File: src/hdl/timer8_pkg.sv
// Function
// RL1 - Initialised compare output is 0 for actions 000,010,011,101; 1 for 001,100,110.
// RL2 - One interrupt output reports overflow, compare and capture events of this timer.
// RL3 - Terminal count, compare match and capture are the interrupt events.
// RL4 - Source flags sit in one shared register, set regardless of masks.
// RL5 - Pending flag sets only for masked-in sources; overflow mask is control bit 3.
// RL6 - Clearing one flag re-sets pending while another enabled flag stays set.
// RL7 - Interrupt request only on pending rise with both enables high.
// RL8 - Two DMA triggers, one per channel, on capture or compare events.
// RL9 - Counter register is read-only, eight bits, resets to zero, reads live.
// RL10 - Prescale field 7:5 divides the tick by two to the field value.
// RL11 - Run bit 4 resets low; set counts, cleared freezes the counter.
// RL12 - Writing clear bit 2 zeroes counter, initialises outputs; reads as zero.
// RL13 - Modes: free-running, down from channel 0, modulo, up/down to channel 0.
// RL14 - Channel control bit 6 is the interrupt mask, reset value one.
// RL15 - Compare action field 5:3 selects set, clear, toggle and paired actions.
// RL16 - Up/down counting: actions 011 and 100 act by match direction.
// RL17 - Writing action 111 initialises the pin and keeps the stored action.
// RL18 - Channel bit 2 selects capture when 0 and compare when 1.
// RL19 - Capture edge field 1:0 selects none, rising, falling or both edges.
// RL20 - A written compare value takes effect when the counter next is zero.
// RL21 - Selected capture edge copies the counter and sets the channel flag.
// RL22 - Up/down flags terminal count at zero; clear restores upward counting.
// RL23 - Capture pulses must last longer than one system clock period.
// RL24 - Each DMA trigger is one-cycle, coincident with its flag becoming set.
// RL25 - Channel control bit 7 ignores writes and reads as zero.
package timer8_pkg;
  localparam logic [7:0] ADDR_COUNT = 8'h00_CA;
  localparam logic [7:0] ADDR_CTL = 8'h00_CB;
  localparam logic [7:0] ADDR_CCTL0 = 8'h00_CC;
  localparam logic [7:0] ADDR_CC0 = 8'h00_CD;
  localparam logic [7:0] ADDR_CCTL1 = 8'h00_CE;
  localparam logic [7:0] ADDR_CC1 = 8'h00_CF;
  localparam logic [7:0] ADDR_FLAGS = 8'h00_D8;
  localparam int CTL_DIV_LSB = 5;
  localparam int CTL_RUN = 4;
  localparam int CTL_OVERFLOW_IRQ_MASK = 3;
  localparam int CTL_CLR = 2;
  localparam int CCTL_IM = 6;
  localparam int CCTL_CMP_LSB = 3;
  localparam int CCTL_FUNC = 2;
  localparam int FLAG_OVF = 0;
  localparam int FLAG_CH0 = 1;
  localparam int FLAG_CH1 = 2;
  localparam logic [7:0] CTL_RESET = 8'h00_08;
  localparam logic [7:0] CCTL_RESET = 8'h00_40;
  localparam logic [7:0] COUNT_RESET = 8'h00_00;
  localparam logic [7:0] COUNT_TOP = 8'h00_FF;
  localparam logic [2:0] CMP_INIT = 3'h7;
  typedef enum logic [1:0] {
    MODE_FREE = 2'h0,
    MODE_DOWN = 2'h1,
    MODE_MOD = 2'h2,
    MODE_UPDN = 2'h3
  } count_mode_t;
endpackage

File: src/hdl/timer8_top.sv
`timescale 1ns/1ps
`default_nettype none
module timer8_top
  import timer8_pkg::*;
(
  input wire logic i_clk_sys,
  input wire logic i_rst_n,
  input wire logic i_tick,
  input wire logic [7:0] i_sfr_addr,
  input wire logic i_sfr_wr,
  input wire logic [7:0] i_sfr_wdata,
  output logic [7:0] o_sfr_rdata,
  input wire logic i_pending_clear,
  input wire logic i_timer_vector_enable,
  input wire logic i_global_irq_enable,
  output logic o_cpu_pending_flag,
  output logic o_irq_req,
  output logic o_dma_trig_ch_zero,
  output logic o_dma_trig_ch_one,
  input wire logic [1:0] i_ch_pin,
  output logic [1:0] o_ch_pin,
  output logic [1:0] o_ch_oe
);
  logic [7:0] ctl_q, ctl_d, cnt_q, cnt_d, rdata_q, rdata_d;
  logic [6:0] pre_q, pre_d, pre_mask;
  logic [2:0] flags_q, flags_d, evt, masked;
  logic up_q, up_d, pend_q, pend_d, irq_q, irq_d;
  logic [1:0] dma_q;
  logic run, step, ovf, clr, wr_ctl;
  logic [7:0] cctl0, cctl1, cc0, cc1;
  logic [1:0] pin, ch_evt;
  count_mode_t mode;

  assign wr_ctl = i_sfr_wr && i_sfr_addr == ADDR_CTL;
  assign clr = wr_ctl && i_sfr_wdata[CTL_CLR];
  assign run = ctl_q[CTL_RUN];
  assign mode = count_mode_t'(ctl_q[1:0]);
  assign pre_mask = 7'((8'h01 << ctl_q[7:5]) - 8'h01);
  assign step = run && i_tick && ((pre_q & pre_mask) == pre_mask); // RL10 RL11

  // Prescaler: counts ticks while running; the active edge is when the low bits are all ones.
  always_comb begin
    pre_d = pre_q;
    if (clr) begin
      pre_d = 7'h00;
    end else if (run && i_tick) begin
      pre_d = pre_q + 7'h01; // RL10
    end
  end

  always_comb begin
    cnt_d = cnt_q;
    up_d = up_q;
    ovf = 1'b0;
    if (step) begin
      unique case (mode) // RL13
        MODE_FREE: begin
          cnt_d = cnt_q + 8'h01;
          ovf = cnt_q == COUNT_TOP;
        end
        MODE_DOWN: begin
          if (cnt_q != COUNT_RESET) begin
            cnt_d = cnt_q - 8'h01;
            ovf = cnt_q == 8'h00_01;
          end
        end
        MODE_MOD: begin
          if (cnt_q == cc0) begin
            cnt_d = COUNT_RESET;
          end else begin
            cnt_d = cnt_q + 8'h01;
            ovf = cnt_q == COUNT_TOP;
          end
        end
        MODE_UPDN: begin
          if (up_q && cnt_q < cc0) begin
            cnt_d = cnt_q + 8'h01;
          end else if (cnt_q == COUNT_RESET) begin
            up_d = 1'b1;
          end else begin
            up_d = cnt_q == 8'h00_01;
            cnt_d = cnt_q - 8'h01;
            ovf = cnt_q == 8'h00_01; // RL22
          end
        end
      endcase
    end
    if (wr_ctl && !run && i_sfr_wdata[CTL_RUN] && i_sfr_wdata[1:0] == MODE_DOWN) begin
      cnt_d = cc0; // RL13
    end
    if (clr) begin
      cnt_d = COUNT_RESET; // RL12
      up_d = 1'b1; // RL22
    end
  end

  // The clear bit is a strobe and never stored.
  always_comb begin
    ctl_d = ctl_q;
    if (wr_ctl) begin
      ctl_d = i_sfr_wdata;
      ctl_d[CTL_CLR] = 1'b0; // RL12
    end
  end

  assign evt = {ch_evt[1], ch_evt[0], ovf}; // RL3
  assign masked = {cctl1[CCTL_IM], cctl0[CCTL_IM], ctl_q[CTL_OVERFLOW_IRQ_MASK]}; // RL5 RL14

  // Software writes zero to clear a flag; a new event in the same cycle wins.
  always_comb begin
    flags_d = flags_q;
    pend_d = pend_q;
    if (i_sfr_wr && i_sfr_addr == ADDR_FLAGS) begin
      flags_d = flags_q & i_sfr_wdata[2:0];
      if (|(flags_q & ~i_sfr_wdata[2:0]) && |(flags_d & masked)) begin
        pend_d = 1'b1; // RL6
      end
    end
    flags_d = flags_d | evt; // RL4
    if (i_pending_clear) begin
      pend_d = 1'b0;
    end
    if (|(evt & masked)) begin
      pend_d = 1'b1; // RL2 RL5
    end
    irq_d = pend_d && !pend_q && i_timer_vector_enable && i_global_irq_enable; // RL7
  end

  always_comb begin
    unique case (i_sfr_addr)
      ADDR_COUNT: rdata_d = cnt_q; // RL9
      ADDR_CTL: rdata_d = ctl_q;
      ADDR_CCTL0: rdata_d = cctl0;
      ADDR_CC0: rdata_d = cc0;
      ADDR_CCTL1: rdata_d = cctl1;
      ADDR_CC1: rdata_d = cc1;
      ADDR_FLAGS: rdata_d = {5'h00, flags_q};
      default: rdata_d = 8'h00;
    endcase
  end

  always_ff @(posedge i_clk_sys) begin
    if (!i_rst_n) begin
      ctl_q <= CTL_RESET; // RL11
      cnt_q <= COUNT_RESET; // RL9
      pre_q <= 7'h00;
      up_q <= 1'b1;
      flags_q <= 3'h0;
      pend_q <= 1'b0;
      irq_q <= 1'b0;
      dma_q <= 2'h0;
      rdata_q <= 8'h00;
    end else begin
      ctl_q <= ctl_d;
      cnt_q <= cnt_d;
      pre_q <= pre_d;
      up_q <= up_d;
      flags_q <= flags_d;
      pend_q <= pend_d;
      irq_q <= irq_d;
      dma_q <= ch_evt; // RL8 RL24
      rdata_q <= rdata_d;
    end
  end

  timer8_channel u_ch0 (
    .i_clk_sys(i_clk_sys),
    .i_rst_n(i_rst_n),
    .i_count(cnt_q),
    .i_step(step),
    .i_up(up_q),
    .i_updown(mode == MODE_UPDN),
    .i_run(run),
    .i_init(clr),
    .i_wr_ctl(i_sfr_wr && i_sfr_addr == ADDR_CCTL0),
    .i_wr_val(i_sfr_wr && i_sfr_addr == ADDR_CC0),
    .i_wdata(i_sfr_wdata),
    .i_cap_pin(i_ch_pin[0]),
    .o_ctl(cctl0),
    .o_val(cc0),
    .o_pin(pin[0]),
    .o_event(ch_evt[0])
  );

  timer8_channel u_ch1 (
    .i_clk_sys(i_clk_sys),
    .i_rst_n(i_rst_n),
    .i_count(cnt_q),
    .i_step(step),
    .i_up(up_q),
    .i_updown(mode == MODE_UPDN),
    .i_run(run),
    .i_init(clr),
    .i_wr_ctl(i_sfr_wr && i_sfr_addr == ADDR_CCTL1),
    .i_wr_val(i_sfr_wr && i_sfr_addr == ADDR_CC1),
    .i_wdata(i_sfr_wdata),
    .i_cap_pin(i_ch_pin[1]),
    .o_ctl(cctl1),
    .o_val(cc1),
    .o_pin(pin[1]),
    .o_event(ch_evt[1])
  );

  assign o_sfr_rdata = rdata_q;
  assign o_cpu_pending_flag = pend_q;
  assign o_irq_req = irq_q;
  assign o_dma_trig_ch_zero = dma_q[0];
  assign o_dma_trig_ch_one = dma_q[1];
  assign o_ch_pin = pin;
  assign o_ch_oe = {cctl1[CCTL_FUNC], cctl0[CCTL_FUNC]};
endmodule
`default_nettype wire

File: src/hdl/timer8_channel.sv
`timescale 1ns/1ps
`default_nettype none
module timer8_channel
  import timer8_pkg::*;
(
  input wire logic i_clk_sys,
  input wire logic i_rst_n,
  input wire logic [7:0] i_count,
  input wire logic i_step,
  input wire logic i_up,
  input wire logic i_updown,
  input wire logic i_run,
  input wire logic i_init,
  input wire logic i_wr_ctl,
  input wire logic i_wr_val,
  input wire logic [7:0] i_wdata,
  input wire logic i_cap_pin,
  output logic [7:0] o_ctl,
  output logic [7:0] o_val,
  output logic o_pin,
  output logic o_event
);
  logic [6:0] ctl_q, ctl_d;
  logic [7:0] val_q, val_d, pend_q, pend_d;
  logic pend_v_q, pend_v_d, pin_q, pin_d;
  logic [2:0] sync_q;
  logic [2:0] act;
  logic cmp_mode, match, rise, fall, cap;
  logic init_lvl;

  assign act = ctl_q[5:3];
  assign cmp_mode = ctl_q[CCTL_FUNC]; // RL18
  assign rise = sync_q[1] & ~sync_q[2];
  assign fall = ~sync_q[1] & sync_q[2];
  assign cap = ~cmp_mode & i_run & ((ctl_q[0] & rise) | (ctl_q[1] & fall)); // RL19 RL21 RL23
  assign match = cmp_mode & i_step & (i_count == val_q);
  assign o_event = cap | match;
  assign o_ctl = {1'b0, ctl_q}; // RL25
  assign o_val = val_q;
  assign o_pin = pin_q;
  assign init_lvl = (act == 3'h1) | (act == 3'h4) | (act == 3'h6); // RL1

  always_comb begin
    ctl_d = ctl_q;
    val_d = val_q;
    pend_d = pend_q;
    pend_v_d = pend_v_q;
    pin_d = pin_q;
    if (i_wr_ctl) begin
      ctl_d[6] = i_wdata[6];
      ctl_d[2:0] = i_wdata[2:0];
      if (i_wdata[5:3] != CMP_INIT) begin
        ctl_d[5:3] = i_wdata[5:3]; // RL17
      end
    end
    if (cap) begin
      val_d = i_count; // RL21
    end
    if (pend_v_q && i_count == COUNT_RESET) begin
      val_d = pend_q; // RL20
      pend_v_d = 1'b0;
    end
    if (i_wr_val) begin
      if (cmp_mode) begin
        pend_d = i_wdata; // RL20
        pend_v_d = 1'b1;
      end else begin
        val_d = i_wdata;
      end
    end
    if (cmp_mode && i_step) begin
      unique case (act)
        3'h0: if (match) pin_d = 1'b1; // RL15
        3'h1: if (match) pin_d = 1'b0;
        3'h2: if (match) pin_d = ~pin_q;
        3'h3: begin
          if (match) pin_d = i_updown ? i_up : 1'b1; // RL16
          else if (!i_updown && i_count == COUNT_RESET) pin_d = 1'b0;
        end
        3'h4: begin
          if (match) pin_d = i_updown ? ~i_up : 1'b0; // RL16
          else if (!i_updown && i_count == COUNT_RESET) pin_d = 1'b1;
        end
        3'h5: begin
          if (match) pin_d = 1'b1;
          else if (i_count == COUNT_TOP) pin_d = 1'b0;
        end
        3'h6: begin
          if (match) pin_d = 1'b0;
          else if (i_count == COUNT_RESET) pin_d = 1'b1;
        end
        3'h7: pin_d = pin_q;
      endcase
    end
    if (i_init || (i_wr_ctl && i_wdata[5:3] == CMP_INIT)) begin
      pin_d = init_lvl; // RL1 RL12 RL17
    end
  end

  always_ff @(posedge i_clk_sys) begin
    if (!i_rst_n) begin
      ctl_q <= CCTL_RESET[6:0]; // RL14
      val_q <= COUNT_RESET;
      pend_q <= COUNT_RESET;
      pend_v_q <= 1'b0;
      pin_q <= 1'b0;
      sync_q <= 3'h0;
    end else begin
      ctl_q <= ctl_d;
      val_q <= val_d;
      pend_q <= pend_d;
      pend_v_q <= pend_v_d;
      pin_q <= pin_d;
      sync_q <= {sync_q[1:0], i_cap_pin};
    end
  end
endmodule
`default_nettype wire

File: config.mk
export PLATFORM = sky130hd
export DESIGN_NAME = timer8_top
export DESIGN_NICKNAME = d
export VERILOG_FILES = /design/src/hdl/timer8_pkg.sv /design/src/hdl/timer8_top.sv /design/src/hdl/timer8_channel.sv
export SDC_FILE = /design/constraint.sdc
export NUM_CORES = 1
export LEC_CHECK = 0
export BUFFER_PORTS_ARGS = -buffer_cell sky130_fd_sc_hd__buf_2
export CAP_MARGIN = 25
export CORE_ASPECT_RATIO = 0.9
export CORE_UTILIZATION = 35
export DETAILED_ROUTE_END_ITERATION = 8
export PLACE_DENSITY = 0.51
export SLEW_MARGIN = 10
export SYNTH_ARGS = -nofsm -noshare
export SYNTH_HDL_FRONTEND = slang
export SYNTH_HIERARCHICAL = 1
export SYNTH_SLANG_ARGS = --single-unit
File: constraint.sdc
create_clock -name i_clk_sys -period 3.3 [get_ports i_clk_sys]
set_input_delay 0.66 -clock i_clk_sys [delete_from_list [all_inputs] [get_ports i_clk_sys]]
set_output_delay 0.66 -clock i_clk_sys [all_outputs]
set_load 0.02 [all_outputs]
==> results of run 1 <==
-- worst max-delay path, delay by kind of cell (launching register included) --
family / cells / cell delay, ns
XOR/XNOR: 1 / 0.13
AND/OR/NAND/NOR: 6 / 1.47
adder cells (fa/ha/maj): 1 / 0.19
AO/OA/AOI/OAI: 6 / 1.07
buffers and inverters: 2 / 0.16
flip-flops: 1 / 0.37
-- final timing paths --
path	from	end	slack [ns]
max	ctl_q[5]$_SDFFE_PN0P_	o_irq_req$_SDFF_PN0_	-0.15
min	u_ch1/sync_q[0]$_SDFF_PN0_	u_ch1/sync_q[1]$_SDFF_PN0_	0.43
max reg2reg	ctl_q[5]$_SDFFE_PN0P_	o_irq_req$_SDFF_PN0_	-0.15
min reg2reg	u_ch1/sync_q[0]$_SDFF_PN0_	u_ch1/sync_q[1]$_SDFF_PN0_	0.43
-- cell type report --
type	count	area share, %
timing repair buffer	96	9.24
sequential	94	27.9
clock buffer	10	3.54
multi-input combinational	552	52.8
clock inverter	6	1.07
tap	202	3.74
inverter	30	1.67
-- state kept, by name (all words and copies together) (netlist names) --
name / flops
u_ch1/ctl_q: 7
o_sfr_rdata: 8
cnt_q: 8
u_ch1/o_pin: 1
u_ch0/pend_q: 8
u_ch0/o_pin: 1
u_ch0/o_val: 8
u_ch1/pend_v_q: 1
o_cpu_pending_flag: 1
u_ch1/o_val: 8
pre_q: 7
u_ch1/pend_q: 8
u_ch0/pend_v_q: 1
o_irq_req: 1
dma_q: 2
ctl_q: 7
u_ch0/sync_q: 3
u_ch0/ctl_q: 7
up_q: 1
u_ch1/sync_q: 3
flags_q: 3
-- power by group through the flow --
stage / clock [W] / sequential [W] / combinational (W)
6_report: 0.00112 / 0.00114 / 0.0000989
5_1_grt: 0.00119 / 0.00114 / 0.000106
4_1_cts: 0.00114 / 0.00114 / 0.0000981
3_5_place_dp: 0 / 0.00117 / 0.0000976
3_3_place_gp: 0 / 0.00117 / 0.0000951
2_1_floorplan: 0 / 0.00116 / 0.0000422
-- cell usage after synthesis (4+ instances only) --
| library cell | number |
|---|---|
| dfxtp_1 | 94 |
| nand2_1 | 91 |
| nor2_1 | 45 |
| a21oi_1 | 42 |
| nand3_1 | 42 |
| mux2i_1 | 32 |
| inv_1 | 30 |
| clkbuf_1 | 24 |
| o21ai_0 | 24 |
| xor2_1 | 22 |
| a21boi_1 | 18 |
| o21ai_1 | 17 |
| nor2b_1 | 16 |
| a22oi_1 | 15 |
| xnor2_1 | 15 |
| ha_1 | 14 |
| nor3_1 | 14 |
| and2_1 | 12 |
| and3_1 | 10 |
| nand3b_1 | 10 |
| nand4_1 | 9 |
| nand2b_1 | 8 |
| a31oi_1 | 7 |
| nor4_1 | 7 |
| a41oi_1 | 6 |
| buf_4 | 5 |
| o211ai_1 | 5 |
| a22o_1 | 4 |
| buf_2 | 4 |
| or2_2 | 4 |
-- cell usage in the layout, fill, tap and decap left out, types with 21 or more instances in the layout --
master	n
a21oi_1	42
buf_2	40
buf_4	55
dfxtp_1	92
inv_1	29
mux2i_1	32
nand2_1	91
nand3_1	42
nor2_1	45
o21ai_0	24
xor2_1	21
-- logic make-up after synthesis --
family	share of synthesized area [%]
xor+xnor	5.74
simple gates	26.1
buf+inv	4.81
compound gates	20.7
other cells	0.133
fa+ha+maj	3.10
flops	33.3
mux	6.07
-- timing repair --
action                                  4_1_cts  5_1_grt
pin swaps                                    18       15
gates cloned                                  0        0
gates resized for setup                       8        6
hold endpoints to repair                      0        0
endpoints found under the setup margin        4        4
setup buffers                                 8        4
-- layer usage --
| layer | vias up | wire (um) | global-route usage (%) | share of wire (%) |
|---|---|---|---|---|
| met5 | - | 0 | 0 | 0 |
| met4 | 0 | 490 | 10.3 | 2.6 |
| met3 | 39 | 1110 | 5.53 | 5.9 |
| met2 | 221 | 8360 | 36.1 | 44 |
| met1 | 2621 | 8850 | 31.9 | 47 |
| li1 | 2667 | - | - | - |
-- per-stage QoR --
step / cells / instance area (um^2) / utilization [%] / setup TNS [ns] / hold WS, ns
3_5_place_dp: 963 / 6300 / 40.4 / -0.357 / 0.417
6_report: 990 / 6750 / 43.3 / -0.248 / 0.435
2_1_floorplan: 710 / 5670 / - / -0.0668 / 0.412
3_3_place_gp: 963 / 6300 / 40.4 / -0.135 / 0.416
5_1_grt: 990 / 6750 / 43.3 / -0.586 / 0.452
4_1_cts: 987 / 6700 / 43.0 / -0.161 / 0.434
==> metrics, run 1 <==
status complete, but fails checks; violated checks setup timing; first-pass detailed-route iteration total 5; vias per inst 5.60; # setup viols final 3; Final nets 822; Int Power 0.00179 W; Comb pwr share between 4 and 5%; root buf cell clkbuf_16; gr ovfl total 0; slowest cell delay on critical path about 0.43 ns; top cells by area, synth dfxtp_1 (33%), nand2_1 (6.0%), mux2i_1 (5.7%); clock power share between 40% and 50%; Seq. cell area around 0.0019 mm^2; Chip Width 136 um; skew final about 0.011 ns; first-pass GRT wire length ~30000 um; Max Slew Vio Count 0; post-place setup slack -0.251 ns; synth-to-layout area growth 19.6%; leak pwr between 2 and 3 nW; critical path's slowest cell or4_4; post-synthesis sequential area ratio about a third; Die Y 123 um; gr usage total about a quarter; Gate Count Post-Synth between 700 and 800; worst-path cell chain inv_2, or3_4, ha_4, xor2_2, o221ai_1, a221oi_1, o221a_2, buf_6, nand2_4, or4_4, nor4_4, or2_1, a22oi_2, o211ai_1, nand3_1, a211oi_2; Post-synth EDFFs 0; synth unique cells 68; critical path endpoint category flop; # hold bufs at CTS 0; I/O pin total between 40 and 50; worst vdd ir between 200 and 300 uV; crit path kind flop to flop; CTS Buffer Depth 2; Pwr per Cell Area 349 mW/mm^2; H-tree levels 3; Worst Hold Depth 1; unrepaired setup endpoints after global routing yes; fillcell total roughly 1600; largest net degree at the start of global routing 32; TritonCTS clock tree built; Clock Pin Slew Worst Setup and Hold Paths 0.07 ns; Worst Path Required approximately 3.6 ns; worst hold path class flop to flop; initial antenna violation count 0; Worst-Skew Late Latency 0.36 ns; Synth async-reset ratio 0%; core area 0.0156 mm^2; worst endpoint data arrival time 3.74 ns; combined area of the multi-input logic cells between 0.003 and 0.004 mm^2; IO buf count 40; die footprint between 0.015 and 0.02 mm^2; Slew HR a little under half; Yosys top cell area share about a third; Final Hold Viols 0; Worst Slack Setup Final -0.153 ns; Final min period between 3 and 4 ns; Switch Pwr approximately 0.00057 W; Post-Syn Nets between 700 and 800; Total Wirelength about 19000 um; vias in the first global route around 5300; sw frac between 20 and 25%; sequential power share 48.3%; layout cell share with drive strength beyond 1 between 15 and 20%; critical path peak fanout 4; Routed wire per std cell 19.0 um; Fmax achieved 290 MHz; Vias between 5000 and 6000; Initial Util a little over a third; dominant synthesized flop cell dfxtp_1; Synth area leader dfxtp_1; Syn Std Cell Area about 0.0056 mm^2; fin crit share 105%; Rows 43; startpoint types flop; yosys warns 6; final antenna-violating net count 0; DR iter-0 viols about 540; Final GP Congestion 0.857; clock tree sinks 94; flops & latches, synth 94; Post-route DRC 0; power after layout 0.00236 W; Ant. Diodes 0; Least-Margin Pin Slew a little over 0.8 ns; cts bufs inserted 9; DP HPWL roughly 13000 um; maxcap violations 0; Syn Area/Cell ~8.0 um^2; R2R cell count 16
Power figures use the tool's default switching activity.
==> run 2, diff against run 1 <==
--- a/config.mk
+++ b/config.mk
@@ -8,9 +8,9 @@
 export BUFFER_PORTS_ARGS = -buffer_cell sky130_fd_sc_hd__buf_2
 export CAP_MARGIN = 25
 export CORE_ASPECT_RATIO = 0.9
-export CORE_UTILIZATION = 35
+export CORE_UTILIZATION = 55
 export DETAILED_ROUTE_END_ITERATION = 8
-export PLACE_DENSITY = 0.51
+export PLACE_DENSITY = 0.75
 export SLEW_MARGIN = 10
 export SYNTH_ARGS = -nofsm -noshare
 export SYNTH_HDL_FRONTEND = slang
==> metrics, run 2 (same netlist as run 1, synthesis figures left out) <==
gr usage total 34.8% (+11 points); fillcell total 818 (-49%); Die Y 98.1 um (-20%); Worst Slack Setup Final -0.0493 ns (+0.104 ns); Routed wire per std cell 19.6 um (+3.0%); Chip Width 109 um (-20%); core area 0.00983 mm^2 (-37%); Clock Pin Slew Worst Setup and Hold Paths 0.07 ns (about the same); Hold Path Sink u_ch0/sync_q[1]$_SDFF_PN0_; R2R cell count 15 (-1); Total Wirelength 17700 um (-5.8%); cts bufs inserted 9 (unchanged); skew final 0.00595 ns (-0.00484 ns); Max Slew Vio Count 0 (unchanged); startpoint of the worst hold path u_ch0/sync_q[0]$_SDFF_PN0_; die footprint 0.0107 mm^2 (-36%); I/O pin total 41 (unchanged); worst flop-to-flop path endpoint o_irq_req$_SDFF_PN0_; initial antenna violation count 0 (unchanged); Final nets 813 (-1.1%); worst hold path class flop to flop; status complete, but fails checks; synth-to-layout area growth 16.3%; sequential power share 48.6% (+0.3 points); unrepaired setup endpoints after global routing yes; TritonCTS clock tree built; combined area of the multi-input logic cells 0.00354 mm^2 (-0.74%); Ant. Diodes 0 (unchanged); Worst Hold Depth 1 (unchanged); Int Power 0.00181 W (+1.1%); vias in the first global route 5408 (+2.8%); Pwr per Cell Area 357 mW/mm^2 (+2.4%); gr ovfl total 0 (unchanged); post-place setup slack -0.226 ns (+0.0255 ns); worst vdd ir 336 uV (+27%); Post-route DRC 0 (unchanged); Switch Pwr 0.000539 W (-4.9%); worst endpoint data arrival time 3.62 ns (-0.12 ns); crit path kind flop to flop; maxcap violations 0 (unchanged); violated checks setup timing; Initial Util 57.5% (+21 points); critical path peak fanout 4 (unchanged); Seq. cell area 0.00189 mm^2 (about the same); Final Hold Viols 0 (unchanged); clock power share 47.4% (about the same); Rows 34 (-21%); Hold Worst Slack 0.436 ns (+0.00166 ns); sw frac 23.0% (-1.1 points); Fmax achieved 299 MHz (+3.1%); final antenna-violating net count 0 (unchanged); Worst R2R Start ctl_q[7]$_SDFFE_PN0P_; DP HPWL 12400 um (-6.6%); Final min period 3.35 ns (-0.104 ns); CTS Buffer Depth 2 (unchanged); most frequent cells in the layout nand2_1 (91), dfxtp_1 (91), buf_4 (46); fin crit share 101% (-3.1 points); Final GP Congestion 0.936 (+9.3%); Comb pwr share 4.1% (about the same); layout cell share with drive strength beyond 1 18.4% (-1.2 points); # setup viols final 1 (-2); root buf cell clkbuf_16; IO buf count 40 (unchanged); Vias 5666 (+2.1%); R2R Setup Slk -0.05 ns (+0.10 ns); startpoint types flop; leak pwr 2.57 nW (-1.3%); Least-Margin Pin Slew 0.834 ns (+0.0111 ns); vias per inst 6.26 (+12%); clock tree sinks 94 (unchanged); Worst Path Required 3.57 ns (-0.02 ns); largest net degree at the start of global routing 34 (+6.3%); Slew HR 44.0% (-1.2 points); critical path endpoint category flop; Worst-Skew Late Latency 0.35 ns (about the same); DR iter-0 viols 613 (+14%); H-tree levels 3 (unchanged); first-pass detailed-route iteration total 6 (+1); first-pass GRT wire length 28300 um (-4.2%)
==> run 2: repair_timing <==
| action | in CTS | in global routing |
|---|---|---|
| endpoints found under the hold margin | 0 | 0 |
| setup buffers | 4 | 3 |
| pin swaps | 14 | 7 |
| resized for setup | 5 | 5 |
| hold buffers | 0 | 0 |
| setup endpoints to repair | 4 | 5 |
==> run 2: worst max-delay path by stage <==
stage	from	endpoint	slack [ns]
5_1_grt	ctl_q[5]$_SDFFE_PN0P_	o_irq_req$_SDFF_PN0_	-0.16
3_3_place_gp	ctl_q[5]$_SDFFE_PN0P_	o_irq_req$_SDFF_PN0_	-0.10
4_1_cts	ctl_q[7]$_SDFFE_PN0P_	o_irq_req$_SDFF_PN0_	-0.12
6_report	ctl_q[7]$_SDFFE_PN0P_	o_irq_req$_SDFF_PN0_	-0.05
2_1_floorplan	ctl_q[5]$_SDFFE_PN0P_	o_irq_req$_SDFF_PN0_	-0.07
3_5_place_dp	ctl_q[5]$_SDFFE_PN0P_	o_irq_req$_SDFF_PN0_	-0.23
==> run 2: cell type report <==
cell class	instances	share of cell area (%)
clock buffer	11	3.85
clock inverter	5	0.971
inverter	30	1.71
multi-input combinational	552	53.9
sequential	94	28.7
tap	126	2.40
timing repair buffer	87	8.48
==> run 2: metal layers <==
layer / vias up / global-route usage [%] / wire (um)
met5: - / 0 / 0
met4: 0 / 11.4 / 393
met2: 297 / 55.3 / 8200
li1: 2660 / - / -
met3: 45 / 8.34 / 1530
met1: 2664 / 46.1 / 7590
==> run 2: per-stage QoR <==
step                total power [W]  TNS, ns  area (um^2)  util, %  cells
CTS                         0.00236   -0.124         6530     66.4    902
finish                      0.00235  -0.0493         6570     66.8    905
detailed placement          0.00126   -0.297         6170     62.8    882
global placement            0.00126   -0.102         6170     62.8    882
floorplan                   0.00121  -0.0668         5670        -    710
global route                0.00241   -0.166         6570     66.8    905
==> run 2: worst max-delay path, stage by stage (launching register included) <==
cell      delay (ns)
dfxtp_2         0.34
or3_4           0.40
ha_4            0.18
xor2_1          0.15
o221ai_1        0.12
a221oi_1        0.28
o221a_2         0.26
buf_4           0.14
nand2_2         0.06
or4_4           0.43
nor4_4          0.20
or2_4           0.19
a22oi_2         0.06
o211ai_1        0.10
nand3_1         0.13
a211oi_2        0.23
==> run 2: power groups by stage <==
stage	Clock (W)	Sequential, W	Combinational [W]
final	0.00111	0.00114	0.0000952
after global routing	0.00117	0.00114	0.000102
after CTS	0.00113	0.00114	0.0000932
after detailed placement	0	0.00117	0.0000927
after global placement	0	0.00117	0.0000906
after floorplan	0	0.00116	0.0000422
